--- src/core/iwdt_pkg.sv ---
// Constants shared by the independent watchdog: register map, command keys,
// field positions, reset values and widths.
// Assumes a 32-bit APB with byte addresses, one register per aligned word.
package iwdt_pkg;

    // ------------------------------------------------------------------
    // Widths
    // ------------------------------------------------------------------
    localparam int unsigned IWDT_ADDR_W  = 12;
    localparam int unsigned IWDT_DATA_W  = 32;
    localparam int unsigned IWDT_KEY_W   = 16;
    localparam int unsigned IWDT_CNT_W   = 12;
    localparam int unsigned IWDT_SEL_W   = 3;
    localparam int unsigned IWDT_PRESC_W = 8;
    localparam int unsigned IWDT_SYNC_W  = 3;

    // ------------------------------------------------------------------
    // Register offsets (byte addresses)
    // ------------------------------------------------------------------
    localparam logic [11:0] IWDT_OFS_COMMAND = 12'h000;
    localparam logic [11:0] IWDT_OFS_DIVIDER = 12'h004;
    localparam logic [11:0] IWDT_OFS_RELOAD  = 12'h008;
    localparam logic [11:0] IWDT_OFS_STATUS  = 12'h00C;
    localparam logic [11:0] IWDT_OFS_CONFIG  = 12'h010;
    localparam logic [11:0] IWDT_OFS_COUNT   = 12'h014;

    // ------------------------------------------------------------------
    // Command keys
    // ------------------------------------------------------------------
    localparam logic [15:0] IWDT_KEY_UNLOCK = 16'h5555;
    localparam logic [15:0] IWDT_KEY_START  = 16'hCCCC;
    localparam logic [15:0] IWDT_KEY_RELOAD = 16'hAAAA;

    // ------------------------------------------------------------------
    // Field positions
    // ------------------------------------------------------------------
    localparam int unsigned IWDT_STAT_DIV_BUSY_BIT    = 0;
    localparam int unsigned IWDT_STAT_RELOAD_BUSY_BIT = 1;
    localparam int unsigned IWDT_STAT_RUNNING_BIT     = 2;
    localparam int unsigned IWDT_CFG_FREEZE_BIT       = 0;
    localparam int unsigned IWDT_SYNC_OSC_BIT         = 0;
    localparam int unsigned IWDT_SYNC_HALT_BIT        = 1;
    localparam int unsigned IWDT_SYNC_STRAP_BIT       = 2;

    // ------------------------------------------------------------------
    // Reset values and divider coding
    // ------------------------------------------------------------------
    localparam logic [11:0] IWDT_RELOAD_RST = 12'hFFF;
    localparam logic [11:0] IWDT_COUNT_RST  = 12'hFFF;
    localparam logic [2:0]  IWDT_SEL_RST    = 3'h0;
    localparam logic [2:0]  IWDT_SEL_MAX    = 3'h6;
    localparam logic [7:0]  IWDT_DIV_BASE   = 8'h04;
    localparam logic [7:0]  IWDT_DIV_TOP    = 8'hFF;

    // ------------------------------------------------------------------
    // Timing
    // ------------------------------------------------------------------
    // Edge after reset release that reads the strap past both sync flops
    localparam logic [1:0]  IWDT_STRAP_SETTLE = 2'h3;

    typedef enum logic {
        IWDT_BUS_IDLE,
        IWDT_BUS_ANSWER
    } iwdt_bus_e;

endpackage

--- src/core/iwdt_sync.sv ---
// Two-flop synchronisers with a rising-edge pulse per bit.
// Assumes asynchronous inputs from pins or from the slow oscillator; the
// edge pulse is built only from the second and third stages.
`timescale 1ns/100ps

module iwdt_sync #(
    parameter int unsigned WIDTH = 3
) (
    // Clock and reset
    input  wire logic             pclk,
    input  wire logic             presetn,
    // Asynchronous inputs
    input  wire logic [WIDTH-1:0] async_in,
    // Synchronised outputs
    output logic      [WIDTH-1:0] level_out,
    output logic      [WIDTH-1:0] rise_out
);

    genvar gi;
    generate
        for (gi = 0; gi < WIDTH; gi = gi + 1) begin : g_bit
            logic stage1_reg;
            logic stage2_reg;
            logic stage3_reg;

            always_ff @(posedge pclk or negedge presetn) begin
                if (!presetn) begin
                    stage1_reg <= 1'b0;
                    stage2_reg <= 1'b0;
                    stage3_reg <= 1'b0;
                end else begin
                    stage1_reg <= async_in[gi];
                    stage2_reg <= stage1_reg;
                    stage3_reg <= stage2_reg;
                end
            end

            assign level_out[gi] = stage2_reg;
            assign rise_out[gi]  = stage2_reg & ~stage3_reg;
        end
    endgenerate

endmodule

--- src/core/iwdt_independent_watchdog.sv ---
// Independent watchdog: 8-stage prescaler and 12-bit down counter paced by
// the slow internal oscillator, with key-based command register over APB.
// Assumes pclk is well above twice the slow oscillator rate; the oscillator
// is sampled as a pin and each of its rising edges is one slow tick.
//
// Functional notes
// RULE1: 12-bit down counter decrements on prescaled ticks
// RULE2: Counter at zero raises system reset request
// RULE3: Start key enables the watchdog counting down
// RULE4: Reload key loads counter from reload value
// RULE5: Software reloads before zero to avoid reset
// RULE6: Divider codes 4..128 doubling, 110/111 give 256
// RULE7: Divider and reload writable only after unlock key
// RULE8: Any other command value restores write protection
// RULE9: Busy flags set while configuration update pending
// RULE10: Option strap starts watchdog at power-on
// RULE11: Debug freeze bit stops counter during halt
// RULE12: Counter paced by dedicated 40 kHz oscillator
// RULE13: Software waits three slow ticks before sleep
// RULE14: Divider write sets busy, reads invalid meanwhile
// RULE15: Reload write sets busy, reads invalid meanwhile
// RULE16: Reload value resets to 0xFFF
// RULE17: Unknown command values only restore protection
// RULE18: Bus updates pass to slow tick, flags clear
`timescale 1ns/100ps

module iwdt_independent_watchdog
(
    // Clock and reset
    input  wire logic                            pclk,
    input  wire logic                            presetn,
    // APB slave
    input  wire logic                            psel,
    input  wire logic                            penable,
    input  wire logic                            pwrite,
    input  wire logic [iwdt_pkg::IWDT_ADDR_W-1:0] paddr,
    input  wire logic [iwdt_pkg::IWDT_DATA_W-1:0] pwdata,
    output logic      [iwdt_pkg::IWDT_DATA_W-1:0] prdata,
    output logic                                 pready,
    output logic                                 pslverr,
    // Slow oscillator and system pins
    input  wire logic                            slow_internal_osc,
    input  wire logic                            core_halted,
    input  wire logic                            hw_watchdog_strap,
    // Watchdog outputs
    output logic                                 watchdog_reset_req,
    output logic                                 watchdog_running
);

    import iwdt_pkg::*;

    // ------------------------------------------------------------------
    // Input synchronisation
    // ------------------------------------------------------------------
    logic [IWDT_SYNC_W-1:0] sync_level;
    logic [IWDT_SYNC_W-1:0] sync_rise;
    logic                   osc_tick;
    logic                   halted_s;
    logic                   strap_s;

    iwdt_sync #(
        .WIDTH     (IWDT_SYNC_W)
    ) u_sync (
        .pclk      (pclk),
        .presetn   (presetn),
        .async_in  ({hw_watchdog_strap, core_halted, slow_internal_osc}),
        .level_out (sync_level),
        .rise_out  (sync_rise)
    );

    assign osc_tick = sync_rise[IWDT_SYNC_OSC_BIT];   // RULE12
    assign halted_s = sync_level[IWDT_SYNC_HALT_BIT];
    assign strap_s  = sync_level[IWDT_SYNC_STRAP_BIT];

    // ------------------------------------------------------------------
    // APB slave state
    // ------------------------------------------------------------------
    iwdt_bus_e               bus_state_reg;
    iwdt_bus_e               bus_state_next;
    logic [IWDT_DATA_W-1:0]  prdata_reg;
    logic [IWDT_DATA_W-1:0]  prdata_next;
    logic                    pready_reg;
    logic                    pready_next;
    logic                    pslverr_reg;
    logic                    pslverr_next;

    // ------------------------------------------------------------------
    // Watchdog state
    // ------------------------------------------------------------------
    logic                    running_reg;
    logic                    running_next;
    logic                    unlock_reg;
    logic                    unlock_next;
    logic                    start_pend_reg;
    logic                    start_pend_next;
    logic                    reload_pend_reg;
    logic                    reload_pend_next;
    logic [IWDT_SEL_W-1:0]   divider_select_reg;
    logic [IWDT_SEL_W-1:0]   divider_select_next;
    logic [IWDT_SEL_W-1:0]   div_active_reg;
    logic [IWDT_SEL_W-1:0]   div_active_next;
    logic [IWDT_CNT_W-1:0]   reload_value_reg;
    logic [IWDT_CNT_W-1:0]   reload_value_next;
    logic [IWDT_CNT_W-1:0]   reload_active_reg;
    logic [IWDT_CNT_W-1:0]   reload_active_next;
    logic                    divider_update_busy_reg;
    logic                    divider_update_busy_next;
    logic                    reload_update_busy_reg;
    logic                    reload_update_busy_next;
    logic [IWDT_CNT_W-1:0]   count_reg;
    logic [IWDT_CNT_W-1:0]   count_next;
    logic [IWDT_PRESC_W-1:0] presc_reg;
    logic [IWDT_PRESC_W-1:0] presc_next;
    logic                    reset_req_reg;
    logic                    reset_req_next;
    logic                    debug_freeze_reg;
    logic                    debug_freeze_next;
    logic [1:0]              boot_cnt_reg;
    logic [1:0]              boot_cnt_next;

    // ------------------------------------------------------------------
    // Bus decode
    // ------------------------------------------------------------------
    logic                    access;
    logic                    wr_fire;
    logic                    hit_command;
    logic                    hit_divider;
    logic                    hit_reload;
    logic                    hit_status;
    logic                    hit_config;
    logic                    hit_count;
    logic                    addr_ok;
    logic [IWDT_KEY_W-1:0]   wr_key;
    logic                    cmd_write;
    logic                    cmd_unlock;
    logic                    cmd_start;
    logic                    cmd_reload;
    logic                    div_write;
    logic                    reload_write;
    logic                    frozen;
    logic [IWDT_PRESC_W-1:0] div_mask;
    logic [IWDT_CNT_W-1:0]   reload_source;

    assign access      = psel & penable;
    // A write takes effect only at the edge that completes the transfer
    assign wr_fire     = access & pwrite & (bus_state_reg == IWDT_BUS_ANSWER);
    assign hit_command = (paddr == IWDT_OFS_COMMAND);
    assign hit_divider = (paddr == IWDT_OFS_DIVIDER);
    assign hit_reload  = (paddr == IWDT_OFS_RELOAD);
    assign hit_status  = (paddr == IWDT_OFS_STATUS);
    assign hit_config  = (paddr == IWDT_OFS_CONFIG);
    assign hit_count   = (paddr == IWDT_OFS_COUNT);
    assign addr_ok     = hit_command | hit_divider | hit_reload |
                         hit_status | hit_config | hit_count;
    assign wr_key      = pwdata[IWDT_KEY_W-1:0];

    assign cmd_write    = wr_fire & hit_command;
    assign cmd_unlock   = cmd_write & (wr_key == IWDT_KEY_UNLOCK);   // RULE7
    assign cmd_start    = cmd_write & (wr_key == IWDT_KEY_START);    // RULE3
    assign cmd_reload   = cmd_write & (wr_key == IWDT_KEY_RELOAD);   // RULE4
    // Locked writes are dropped silently, the bus still answers OKAY
    assign div_write    = wr_fire & hit_divider & unlock_reg;        // RULE7
    assign reload_write = wr_fire & hit_reload & unlock_reg;         // RULE7

    assign frozen = debug_freeze_reg & halted_s;                     // RULE11

    // Reload takes the value still in transit if one is pending
    assign reload_source = reload_update_busy_reg ? reload_value_reg : reload_active_reg;

    // ------------------------------------------------------------------
    // Divider mask
    // ------------------------------------------------------------------
    assign div_mask = (div_active_reg >= IWDT_SEL_MAX) ? IWDT_DIV_TOP :
                      8'((IWDT_DIV_BASE << div_active_reg) - 8'h01);   // RULE6

    // ------------------------------------------------------------------
    // APB next state
    // ------------------------------------------------------------------
    always_comb begin
        bus_state_next = bus_state_reg;
        prdata_next    = '0;
        pready_next    = 1'b0;
        pslverr_next   = 1'b0;
        case (bus_state_reg)
            IWDT_BUS_IDLE: begin
                if (access) begin
                    // One wait state: read data and error are prepared here
                    bus_state_next = IWDT_BUS_ANSWER;
                    pready_next    = 1'b1;
                    pslverr_next   = ~addr_ok;
                    if (!pwrite) begin
                        if (hit_divider && !divider_update_busy_reg) begin
                            prdata_next[IWDT_SEL_W-1:0] = divider_select_reg;
                        end else if (hit_reload && !reload_update_busy_reg) begin
                            prdata_next[IWDT_CNT_W-1:0] = reload_value_reg;
                        end else if (hit_status) begin
                            prdata_next[IWDT_STAT_DIV_BUSY_BIT]    = divider_update_busy_reg;
                            prdata_next[IWDT_STAT_RELOAD_BUSY_BIT] = reload_update_busy_reg;
                            prdata_next[IWDT_STAT_RUNNING_BIT]     = running_reg;
                        end else if (hit_config) begin
                            prdata_next[IWDT_CFG_FREEZE_BIT] = debug_freeze_reg;
                        end else if (hit_count) begin
                            prdata_next[IWDT_CNT_W-1:0] = count_reg;
                        end
                    end
                end
            end
            default: begin
                bus_state_next = IWDT_BUS_IDLE;
            end
        endcase
    end

    always_ff @(posedge pclk or negedge presetn) begin
        if (!presetn) begin
            bus_state_reg <= IWDT_BUS_IDLE;
            prdata_reg    <= '0;
            pready_reg    <= 1'b0;
            pslverr_reg   <= 1'b0;
        end else begin
            bus_state_reg <= bus_state_next;
            prdata_reg    <= prdata_next;
            pready_reg    <= pready_next;
            pslverr_reg   <= pslverr_next;
        end
    end

    // ------------------------------------------------------------------
    // Watchdog next state
    // ------------------------------------------------------------------
    always_comb begin
        running_next             = running_reg;
        unlock_next              = unlock_reg;
        start_pend_next          = start_pend_reg;
        reload_pend_next         = reload_pend_reg;
        divider_select_next      = divider_select_reg;
        div_active_next          = div_active_reg;
        reload_value_next        = reload_value_reg;
        reload_active_next       = reload_active_reg;
        divider_update_busy_next = divider_update_busy_reg;
        reload_update_busy_next  = reload_update_busy_reg;
        count_next               = count_reg;
        presc_next               = presc_reg;
        reset_req_next           = reset_req_reg;
        debug_freeze_next        = debug_freeze_reg;
        boot_cnt_next            = boot_cnt_reg;

        // Strap is read once the synchroniser holds its settled value
        if (boot_cnt_reg != IWDT_STRAP_SETTLE) begin
            boot_cnt_next = 2'(boot_cnt_reg + 2'h1);
            if (2'(boot_cnt_reg + 2'h1) == IWDT_STRAP_SETTLE && strap_s) begin
                running_next = 1'b1;                                  // RULE10
            end
        end

        // Slow-domain transfers complete on a tick; new requests win
        if (osc_tick) begin
            if (start_pend_reg) begin
                running_next = 1'b1;                                  // RULE3
            end
            if (divider_update_busy_reg) begin
                div_active_next = divider_select_reg;                 // RULE18
            end
            if (reload_update_busy_reg) begin
                reload_active_next = reload_value_reg;                // RULE18
            end
            start_pend_next          = 1'b0;
            reload_pend_next         = 1'b0;
            divider_update_busy_next = 1'b0;                          // RULE18
            reload_update_busy_next  = 1'b0;                          // RULE18

            if (reload_pend_reg) begin
                count_next = reload_source;                           // RULE4
                presc_next = '0;
            end else if (running_reg && !frozen) begin                // RULE11
                if (count_reg == '0) begin
                    reset_req_next = 1'b1;                            // RULE2
                end else begin
                    presc_next = 8'(presc_reg + 8'h01);
                    if ((presc_reg & div_mask) == div_mask) begin
                        presc_next = '0;
                        count_next = 12'(count_reg - 12'h001);        // RULE1
                    end
                end
            end
        end

        // Command register: every write relocks unless it is the unlock key
        if (cmd_write) begin
            unlock_next = cmd_unlock;                                 // RULE8 RULE17
        end
        if (cmd_start) begin
            start_pend_next = 1'b1;                                   // RULE3
        end
        if (cmd_reload) begin
            reload_pend_next = 1'b1;                                  // RULE4
        end
        if (div_write) begin
            divider_select_next      = pwdata[IWDT_SEL_W-1:0];
            divider_update_busy_next = 1'b1;                          // RULE9 RULE14
        end
        if (reload_write) begin
            reload_value_next       = pwdata[IWDT_CNT_W-1:0];
            reload_update_busy_next = 1'b1;                           // RULE9 RULE15
        end
        if (wr_fire && hit_config) begin
            debug_freeze_next = pwdata[IWDT_CFG_FREEZE_BIT];          // RULE11
        end
    end

    always_ff @(posedge pclk or negedge presetn) begin
        if (!presetn) begin
            running_reg             <= 1'b0;
            unlock_reg              <= 1'b0;
            start_pend_reg          <= 1'b0;
            reload_pend_reg         <= 1'b0;
            divider_select_reg      <= IWDT_SEL_RST;
            div_active_reg          <= IWDT_SEL_RST;
            reload_value_reg        <= IWDT_RELOAD_RST;               // RULE16
            reload_active_reg       <= IWDT_RELOAD_RST;               // RULE16
            divider_update_busy_reg <= 1'b0;
            reload_update_busy_reg  <= 1'b0;
            count_reg               <= IWDT_COUNT_RST;
            presc_reg               <= '0;
            reset_req_reg           <= 1'b0;
            debug_freeze_reg        <= 1'b0;
            boot_cnt_reg            <= 2'h0;
        end else begin
            running_reg             <= running_next;
            unlock_reg              <= unlock_next;
            start_pend_reg          <= start_pend_next;
            reload_pend_reg         <= reload_pend_next;
            divider_select_reg      <= divider_select_next;
            div_active_reg          <= div_active_next;
            reload_value_reg        <= reload_value_next;
            reload_active_reg       <= reload_active_next;
            divider_update_busy_reg <= divider_update_busy_next;
            reload_update_busy_reg  <= reload_update_busy_next;
            count_reg               <= count_next;
            presc_reg               <= presc_next;
            reset_req_reg           <= reset_req_next;
            debug_freeze_reg        <= debug_freeze_next;
            boot_cnt_reg            <= boot_cnt_next;
        end
    end

    // ------------------------------------------------------------------
    // Outputs
    // ------------------------------------------------------------------
    // Reset request stays up until the system reset clears this block
    assign watchdog_reset_req = reset_req_reg;
    assign watchdog_running   = running_reg;
    assign prdata             = prdata_reg;
    assign pready             = pready_reg;
    assign pslverr            = pslverr_reg;

endmodule

--- config.mk ---
export PLATFORM = sky130hd
export DESIGN_NAME = iwdt_independent_watchdog
export DESIGN_NICKNAME = d
export VERILOG_FILES = /design/src/core/iwdt_pkg.sv /design/src/core/iwdt_sync.sv /design/src/core/iwdt_independent_watchdog.sv
export SDC_FILE = /design/constraint.sdc
export NUM_CORES = 1
export LEC_CHECK = 0
export BUFFER_PORTS_ARGS = -buffer_cell sky130_fd_sc_hd__buf_2
export CAP_MARGIN = 20
export CORE_MARGIN = 8
export CORE_UTILIZATION = 40
export DETAILED_ROUTE_END_ITERATION = 8
export GPL_TIMING_DRIVEN = 0
export SLEW_MARGIN = 40
export SYNTH_ARGS = -nofsm -noshare
export SYNTH_HDL_FRONTEND = slang
export SYNTH_SLANG_ARGS = --single-unit
--- constraint.sdc ---
create_clock -name pclk -period 4.27 [get_ports pclk]
set_input_delay 0.427 -clock pclk [delete_from_list [all_inputs] [get_ports pclk]]
set_output_delay 0.427 -clock pclk [all_outputs]
set_load 0.05 [all_outputs]
==> results of run 1 <==
logic make-up after synthesis:
family / after synthesis / share of synthesized area
AND/OR/NAND/NOR: 133 / 0.180
AO/OA/AOI/OAI: 82 / 0.132
flip-flops: 81 / 0.499
multiplexers: 44 / 0.116
buffers and inverters: 41 / 0.0581
adder cells (fa/ha/maj): 4 / 0.0120
other: 1 / 0.000902
XOR/XNOR: 1 / 0.00211
how the worst max path moves through the flow:
stage                                from             endpoint  cells after the start
after detailed placement         paddr[5]  reload_value_reg[5]                      7
after global routing      reload_pend_reg         presc_reg[0]                      7
after floorplan                  paddr[5]           prdata[10]                      6
after CTS                 reload_pend_reg         presc_reg[0]                      7
after global placement           paddr[5]  reload_value_reg[5]                      7
final                     reload_pend_reg         presc_reg[0]                      7
per-layer routing:
metal | vias up | global-route usage | share of wire | wire, µm
met5 | - | 0 | 0 | 0
met4 | 0 | 0.0512 | 0.0073 | 74
met3 | 6 | 0.0374 | 0.062 | 623
met2 | 96 | 0.231 | 0.44 | 4490
met1 | 1541 | 0.200 | 0.49 | 4930
li1 | 1528 | - | - | -
per-stage QoR:
step	power (mW)	std cells	cell area [µm²]	hold slack [ns]
after global routing	2.09	610	4900	0.153
final	1.98	610	4900	0.184
after floorplan	1.26	406	4230	0.131
after detailed placement	1.41	593	4680	0.286
after CTS	1.99	610	4890	0.159
after global placement	1.39	592	4650	0.332
where the power goes:
part           leakage, nW  total [mW]  switching, mW  internal, mW
sequential           0.961       0.957         0.0901         0.867
clock               0.0962       0.580          0.290         0.290
combinational         1.08       0.445          0.274         0.171
total                 2.14        1.98          0.654          1.33
area by class of cell:
cell class / count / area, µm²
Buffer: 36 / 223
Clock buffer: 11 / 141
Clock inverter: 5 / 62.6
Fill cell: 994 / 5280
Inverter: 5 / 18.8
Multi-Input combinational cell: 284 / 1920
Sequential cell: 81 / 2070
Tap cell: 136 / 170
Timing Repair Buffer: 52 / 294
cell usage after synthesis (all sizes together), types with 2 or more instances:
master,n
clkbuf,12
nor3,9
buf,24
nor2,34
or3,4
dfrtp,45
nor4bb,8
mux2i,10
dfstp,36
nor2b,10
a22o,7
a211oi,3
or4,5
nand3b,2
mux2,34
ha,4
nand4,3
a22oi,9
o21ai,22
nor3b,3
nor4,3
a21oi,13
and3,4
a31oi,3
a21boi,2
nand2,28
nand3,8
nand2b,4
and2,2
nor4b,2
or2,4
inv,5
a21o,2
o211ai,3
a31o,2
o31ai,6
repair_timing:
item,in CTS,in global routing
setup endpoints to repair,0,0
endpoints found under the hold margin,12,0
hold buffers,1,0
setup buffers,0,0
==> metrics.log, run 1 <==
INFO  metric crit_path_top_delay_cell = or3_1
INFO  metric worst_skew_pair.late_latency = 0.35 ns
INFO  metric synth.cell_area = 4160 µm²
INFO  metric crit_chain = clkbuf_1 -> or3_1 -> nor4_1 -> or2_2 -> buf_2 -> nor2_1 -> mux2_2
INFO  metric tritoncts = done
INFO  metric clk_transition_reported_paths = 0.09 ns
INFO  metric design.die.area = 13900 µm²
INFO  metric h-tree-depth = 3
INFO  metric floorplan.die.width = 118 µm
INFO  metric final_layout_size_suffix_gt1_frac = 0.367
INFO  metric drtPass1Iterations = 4
INFO  metric number_of_enable_type_register_cells_in_the_synthesized_netlist = 0
INFO  metric detail_route.wl_per_cell = 16.6 µm
INFO  metric timing.final.setup_violations = 0
INFO  metric postSynthRegisterBits = 81
INFO  metric timing.setup.tns = 0 ns
INFO  metric die_h = 118 µm
INFO  metric worst_r2r_path_depth = 7
INFO  metric fin_crit = 2.38 ns
INFO  metric synth.avg_cell_area = 10.7 µm²
INFO  metric period_share = 0.557
INFO  metric area_delta_synth_final = 17.9%
INFO  metric layout.cells.most_common = buf_2
INFO  metric reg2reg_slack = 1.89 ns
INFO  metric core-area = 10200 µm²
INFO  metric n_antenna_cell = 0
INFO  metric achievable-frequency = 0.421 GHz
INFO  metric worstHoldPathCells = 1
INFO  metric setup_ws_final = 1.89 ns
INFO  metric worst-endpoint-arrival = 2.62 ns
INFO  metric maximum_number_of_pins_on_one_net_before_global_route_repair = 62
INFO  metric globalRouteTotalUtil = 0.150
INFO  metric initial_core_util = 0.408
INFO  metric regToRegStartpoint = reload_pend_reg
INFO  metric worst_setup_path_start_kind = flop
INFO  metric proportion_of_netlist_area_held_by_the_largest_area_contributor = 0.271
INFO  metric viasPerCell = 5.20
INFO  metric worst_ir_drop_vdd = 0.162 mV
INFO  metric number_of_antenna_violations_at_the_first_check_in_global_routing = 0
INFO  metric rows = 37
INFO  metric holdCritStartpoint = hw_watchdog_strap
INFO  metric synth.distinct_cells = 59
INFO  metric worstPathBufferInverterCount = 2
INFO  metric timing.critical_path.required = 4.51 ns
INFO  metric rsz_0062_raised_after_global_routing = no
INFO  metric globalplace.congestion = 0.870
INFO  metric clock-skew-final = 0.0162 ns
INFO  metric syn-instance-count = 387
INFO  metric asyncSetResetFlopFracSynth = 1.00
INFO  metric cts.sinks = 81
INFO  metric drt-total-wl = 10100 µm
INFO  metric cpLargestDelayFamily = simple AND/OR/NAND/NOR gates
INFO  metric timing.critical_path.to_type = flop
INFO  metric outcome = completed
INFO  metric grt_pass1_wl = 16900 µm
INFO  metric cpPeakStageDelay = 0.45 ns
INFO  metric ys_dominant_reg_cell = dfrtp_1
INFO  metric numCtsBuffers = 9
INFO  metric synth_top_cells_by_area = dfrtp_1 27%, dfstp_2 23%, mux2_2 8.9%
INFO  metric fin_util = 0.481
INFO  metric most-common-layout-cells = 50 x buf_2, 45 x dfrtp_1, 36 x dfstp_2
INFO  metric netlist.top_cell.by_area = dfrtp_1
INFO  metric clk_root_buffer_cell = clkbuf_8
INFO  metric global_route.overflow_total = 0
INFO  metric holdCritPathClass = in2reg
INFO  metric vias_in_the_first_global_route = 3236
INFO  metric timing.critical_path.fanout_max = 10
INFO  metric pre_cts_ws = 1.71 ns
INFO  metric cap_violations = 0
INFO  metric timing_worst_slew_pin_value = 0.684 ns
INFO  metric postCtsResizedCells = 0
INFO  metric leakage = 2.14 nW
INFO  metric regToRegEndpoint = presc_reg[0]
INFO  metric port_buffers = 50
INFO  metric clockBufferDepth = 2
INFO  metric synth-seq-area-share = 0.499
INFO  metric finalHoldViolations = 0
INFO  metric ant_nets = 0
INFO  metric drt_first_iter_violations = 162
INFO  metric num_vias = 3171
INFO  metric io_pins = 88
INFO  metric power.density_cell_area = 404 nW/µm²
INFO  metric critical_path_class = reg2reg
INFO  metric post-dp-hpwl = 7470 µm
INFO  metric slew_headroom = 0.541
INFO  metric route.detailed.drc = 0
INFO  metric final_nets = 525
INFO  metric whs_endpoint = u_sync.g_bit[2].stage1_reg
INFO  metric synth-warning-count = 0
INFO  metric report.final.slew_viol_count = 0
No activity file was read; power rests on OpenSTA's default activity.
==> run 2, diff against run 1 <==
==> constraint.sdc (replaced) <==
create_clock -name pclk -period 2.1 [get_ports pclk]
set_input_delay 0.21 -clock pclk [delete_from_list [all_inputs] [get_ports pclk]]
set_output_delay 0.21 -clock pclk [all_outputs]
set_load 0.05 [all_outputs]
==> run 2 against run 1 <==
Compared with the run above:
- final cell count is 0.49% higher
- clock skew rose by 0.00056 ns
- largest cell class unchanged
- core utilization rose by 1.0 points
- final area rose by 2.1%
- first-iteration DRC count up 3.1%
- wire length is 0.27% higher
- clock power is 100% higher
==> metrics.log, run 2 (same netlist as run 1, synthesis figures left out) <==
INFO  metric fin_crit = 2.03 ns
INFO  metric layout.cells.most_common = buf_2
INFO  metric h-tree-depth = 3
INFO  metric rsz_0062_raised_after_global_routing = no
INFO  metric globalRouteTotalUtil = 0.151
INFO  metric clock-skew-final = 0.0168 ns
INFO  metric timing_worst_slew_pin_value = 0.677 ns
INFO  metric port_buffers = 50
INFO  metric design.die.area = 13900 µm²
INFO  metric timing.critical_path.fanout_max = 10
INFO  metric timing.final.setup_violations = 0
INFO  metric route.detailed.drc = 0
INFO  metric holdCritPathClass = in2reg
INFO  metric period_share = 0.968
INFO  metric clockBufferDepth = 2
INFO  metric detail_route.wl_per_cell = 16.5 µm
INFO  metric drtPass1Iterations = 4
INFO  metric rows = 37
INFO  metric worst-endpoint-arrival = 2.28 ns
INFO  metric fin_util = 0.491
INFO  metric timing.critical_path.to_type = flop
INFO  metric most-common-layout-cells = 50 x buf_2, 44 x dfrtp_1, 36 x dfstp_2
INFO  metric power.density_cell_area = 827 nW/µm²
INFO  metric finalHoldViolations = 0
INFO  metric timing.critical_path.required = 2.34 ns
INFO  metric final_layout_size_suffix_gt1_frac = 0.392
INFO  metric cts.sinks = 81
INFO  metric vias_in_the_first_global_route = 3290
INFO  metric drt-total-wl = 10100 µm
INFO  metric maximum_number_of_pins_on_one_net_before_global_route_repair = 62
INFO  metric cap_violations = 0
INFO  metric floorplan.die.width = 118 µm
INFO  metric fillers = 982
INFO  metric grt_pass1_wl = 17100 µm
INFO  metric worst_ir_drop_vdd = 0.341 mV
INFO  metric num_vias = 3212
INFO  metric leakage = 2.18 nW
INFO  metric slew_headroom = 0.545
INFO  metric achievable-frequency = 0.492 GHz
INFO  metric layout.cell_area.non_filler = 5000 µm²
INFO  metric ant_nets = 0
INFO  metric drt_first_iter_violations = 167
INFO  metric tritoncts = done
INFO  metric outcome = completed
INFO  metric post-dp-hpwl = 7470 µm
INFO  metric die_h = 118 µm
INFO  metric post_dp_cell_area = 4680 µm²
INFO  metric pre_cts_ws = -0.276 ns
INFO  metric worst_skew_pair.late_latency = 0.36 ns
INFO  metric report.final.slew_viol_count = 0
INFO  metric final_nets = 528
INFO  metric area_delta_synth_final = 20.4%
INFO  metric worst_setup_path_start_kind = flop
INFO  metric global_route.overflow_total = 0
INFO  metric initial_core_util = 0.408
INFO  metric clk_transition_reported_paths = 0.09 ns
INFO  metric hold_slack = 0.105 ns
INFO  metric n_antenna_cell = 0
INFO  metric io_pins = 88
INFO  metric core-area = 10200 µm²
INFO  metric number_of_antenna_violations_at_the_first_check_in_global_routing = 0
INFO  metric numCtsBuffers = 9
INFO  metric setup_ws_final = 0.0676 ns
INFO  metric globalplace.congestion = 0.870
INFO  metric viasPerCell = 5.24
INFO  metric critical_path_class = reg2reg
INFO  metric clk_root_buffer_cell = clkbuf_8
INFO  metric timing.setup.tns = 0 ns
[run 2: cell types whose count changed in the layout (fill, tap and decap cells not counted), sizes merged]
cell and change:
dlygate4sd3 +3, buf +1, clkbuf -1
[run 2: cell type report]
| cell class | count | area, µm² | share of cell area |
|---|---|---|---|
| plain buffers | 35 | 230 | 0.0460 |
| multi-input cells | 284 | 1980 | 0.395 |
| clock buffers | 11 | 141 | 0.0283 |
| clock inverters | 5 | 62.6 | 0.0125 |
| flip-flops and latches | 81 | 2070 | 0.414 |
| inverters | 5 | 18.8 | 0.00375 |
| repair buffers | 56 | 332 | 0.0662 |
| well taps | 136 | 170 | 0.0340 |
[run 2: path summary, 6_finish.rpt]
path	cells past startpoint	start	slack, ns	endpoint
max	6	reload_pend_reg	0.07	presc_reg[0]
min in group asynchronous	2	presetn	0.26	prdata[5]
max in group asynchronous	3	presetn	1.22	count_reg[1]
min	2	pwdata[5]	0.11	reload_value_reg[5]
min reg2reg	0	u_sync.g_bit[0].stage1_reg	0.35	u_sync.g_bit[0].stage2_reg
max reg2reg	6	reload_pend_reg	0.07	presc_reg[0]
[run 2: where the power goes]
part	switching (mW)	internal, mW
Clock	0.592	0.589
Sequential	0.183	1.76
Combinational	0.605	0.405
Total	1.38	2.76
[run 2: critical path, cell delays in order (launching register included)]
cell,delay (ns)
dfrtp_2,0.50
or3_4,0.43
nor4_4,0.32
or2_4,0.19
buf_6,0.14
nor2_2,0.08
mux2_2,0.26
[run 2: repair_timing]
item,4_1_cts,5_1_grt
hold endpoints to repair,25,0
setup buffers,0,1
pin swaps,0,1
resized for setup,11,10
setup endpoints to repair,29,16
hold buffers,4,0
[run 2: per-stage QoR]
stage          power, mW  instances
4_1_cts             4.11        612
3_3_place_gp        2.83        592
5_1_grt             4.37        613
3_5_place_dp        2.86        593
2_1_floorplan       2.57        406
6_report            4.14        613
[run 2: metal layers]
metal | GRT usage | wire length (µm) | vias to the layer above
met5 | 0 | 0 | -
met4 | 0.0512 | 104 | 0
met3 | 0.0417 | 588 | 9
met2 | 0.233 | 4570 | 96
met1 | 0.199 | 4880 | 1571
li1 | - | - | 1536
==> run 3, diff against run 2 <==
==> constraint.sdc (replaced) <==
create_clock -name pclk -period 2.1 [get_ports pclk]
set_input_delay 0.105 -clock pclk [delete_from_list [all_inputs] [get_ports pclk]]
set_output_delay 0.105 -clock pclk [all_outputs]
set_load 0.05 [all_outputs]
==> run 3 against run 2 <==
Compared with the run above:
- core utilization increased by 0.098 points
- die area stayed put
- maximum frequency is essentially flat
- sequential cell count unchanged
- critical endpoint unchanged
==> metrics.log, run 3 (same netlist as run 1, synthesis figures left out) <==
INFO  metric floorplan.die.width = 118 µm
INFO  metric area_delta_synth_final = 20.7%
INFO  metric fillers = 978
INFO  metric sequentialPowerShare = 0.470
INFO  metric maximum_number_of_pins_on_one_net_before_global_route_repair = 62
INFO  metric achievable-frequency = 0.492 GHz
INFO  metric clk_root_buffer_cell = clkbuf_8
INFO  metric slew_headroom = 0.540
INFO  metric layout.cells.most_common = buf_2
INFO  metric timing.final.setup_violations = 0
INFO  metric drt_first_iter_violations = 162
INFO  metric period_share = 0.968
INFO  metric post-dp-hpwl = 7470 µm
INFO  metric grt_pass1_wl = 17100 µm
INFO  metric globalplace.congestion = 0.870
INFO  metric design.die.area = 13900 µm²
INFO  metric finalHoldViolations = 0
INFO  metric setup_ws_final = 0.0676 ns
INFO  metric share_comb_of_total_power = 0.244
INFO  metric outcome = completed
INFO  metric h-tree-depth = 3
INFO  metric rows = 37
INFO  metric initial_core_util = 0.408
INFO  metric internal_power = 2.76 mW
INFO  metric io_pins = 88
INFO  metric final_nets = 529
INFO  metric cap_violations = 0
INFO  metric most-common-layout-cells = 50 x buf_2, 44 x dfrtp_1, 36 x dfstp_2
INFO  metric detail_route.wl_per_cell = 16.6 µm
INFO  metric num_vias = 3219
INFO  metric leakage = 2.18 nW
INFO  metric route.detailed.drc = 0
INFO  metric drtPass1Iterations = 4
INFO  metric core-area = 10200 µm²
INFO  metric fin_crit = 2.03 ns
INFO  metric pre_cts_ws = -0.276 ns
INFO  metric number_of_antenna_violations_at_the_first_check_in_global_routing = 0
INFO  metric clockBufferDepth = 2
INFO  metric power.density_cell_area = 826 nW/µm²
INFO  metric tritoncts = done
INFO  metric power_switching = 1.38 mW
INFO  metric power = 4.14 mW
INFO  metric report.final.slew_viol_count = 0
INFO  metric timing.critical_path.to_type = flop
INFO  metric worst_setup_path_start_kind = flop
INFO  metric netSwitchingFraction = 0.334
INFO  metric timing.critical_path.required = 2.34 ns
INFO  metric ant_nets = 0
INFO  metric viasPerCell = 5.24
INFO  metric cts.sinks = 81
INFO  metric drt-total-wl = 10200 µm
INFO  metric holdCritPathClass = in2reg
INFO  metric reg2reg_slack = 0.07 ns
INFO  metric clk_transition_reported_paths = 0.09 ns
INFO  metric numCtsBuffers = 9
INFO  metric final_layout_size_suffix_gt1_frac = 0.391
INFO  metric rsz_0062_raised_after_global_routing = no
INFO  metric n_antenna_cell = 0
INFO  metric timing_worst_slew_pin_value = 0.685 ns
INFO  metric vias_in_the_first_global_route = 3295
INFO  metric critical_path_class = reg2reg
INFO  metric worst_ir_drop_vdd = 0.342 mV
INFO  metric die_h = 118 µm
INFO  metric global_route.overflow_total = 0
INFO  metric worst-endpoint-arrival = 2.28 ns
INFO  metric port_buffers = 50
INFO  metric timing.critical_path.fanout_max = 10
INFO  metric globalRouteTotalUtil = 0.151
INFO  metric clkPwrFrac = 0.286
INFO  metric clock-skew-final = 0.0149 ns
INFO  metric worst_skew_pair.late_latency = 0.35 ns
[run 3: worst paths after layout]
check / endpoint / cells past startpoint / from
max: presc_reg[0] / 6 / reload_pend_reg
max reg2reg: presc_reg[0] / 6 / reload_pend_reg
min in group asynchronous: prdata[5] / 2 / presetn
min: reload_value_reg[11] / 2 / pwdata[11]
min reg2reg: u_sync.g_bit[0].stage2_reg / 0 / u_sync.g_bit[0].stage1_reg
max in group asynchronous: count_reg[1] / 3 / presetn
[run 3: timing repair]
action | 4_1_cts | 5_1_grt
buffers inserted | 0 | 1
endpoints found under the hold margin | 57 | 0
hold buffers | 5 | 0
setup endpoints to repair | 29 | 16
gates resized for setup | 11 | 10
pin swaps | 0 | 1
[run 3: power by group through the flow]
stage / clock network, mW / logic [mW] / registers [mW]
after global routing: 1.28 / 1.12 / 1.98
after global placement: 0 / 0.869 / 1.96
after floorplan: 0 / 0.622 / 1.95
after detailed placement: 0 / 0.897 / 1.97
after CTS: 1.21 / 0.952 / 1.94
final: 1.18 / 1.01 / 1.95
[run 3: final cells by class]
class | instances | area [µm²] | share of cell area
flip-flops and latches | 81 | 2070 | 0.413
multi-input cells | 284 | 1980 | 0.394
repair buffers | 57 | 342 | 0.0681
plain buffers | 35 | 230 | 0.0459
well taps | 136 | 170 | 0.0339
clock buffers | 11 | 141 | 0.0282
clock inverters | 5 | 62.6 | 0.0125
inverters | 5 | 18.8 | 0.00374
[run 3: per-stage QoR]
step	util	setup TNS [ns]	std cells	area (µm²)	hold WS, ns
5_1_grt	0.492	0	614	5010	0.00362
4_1_cts	0.488	-0.0127	613	4970	0.000208
3_5_place_dp	0.460	-6.24	593	4680	-0.0356
3_3_place_gp	0.456	-7.15	592	4650	0.213
2_1_floorplan	-	0	406	4230	-0.191
6_report	0.492	0	614	5010	0.0109
[run 3: worst max-delay path, cell delays in order (launching register included)]
cell and delay, ns:
dfrtp_2 0.50, or3_4 0.42, nor4_4 0.32, or2_4 0.19, buf_6 0.14, nor2_2 0.08, mux2_2 0.26
[run 3: metal layers]
metal  GRT usage  wire length [µm]
met1       0.199              4940
met2       0.233              4530
met4      0.0512                67
met3      0.0417               629
met5           0                 0
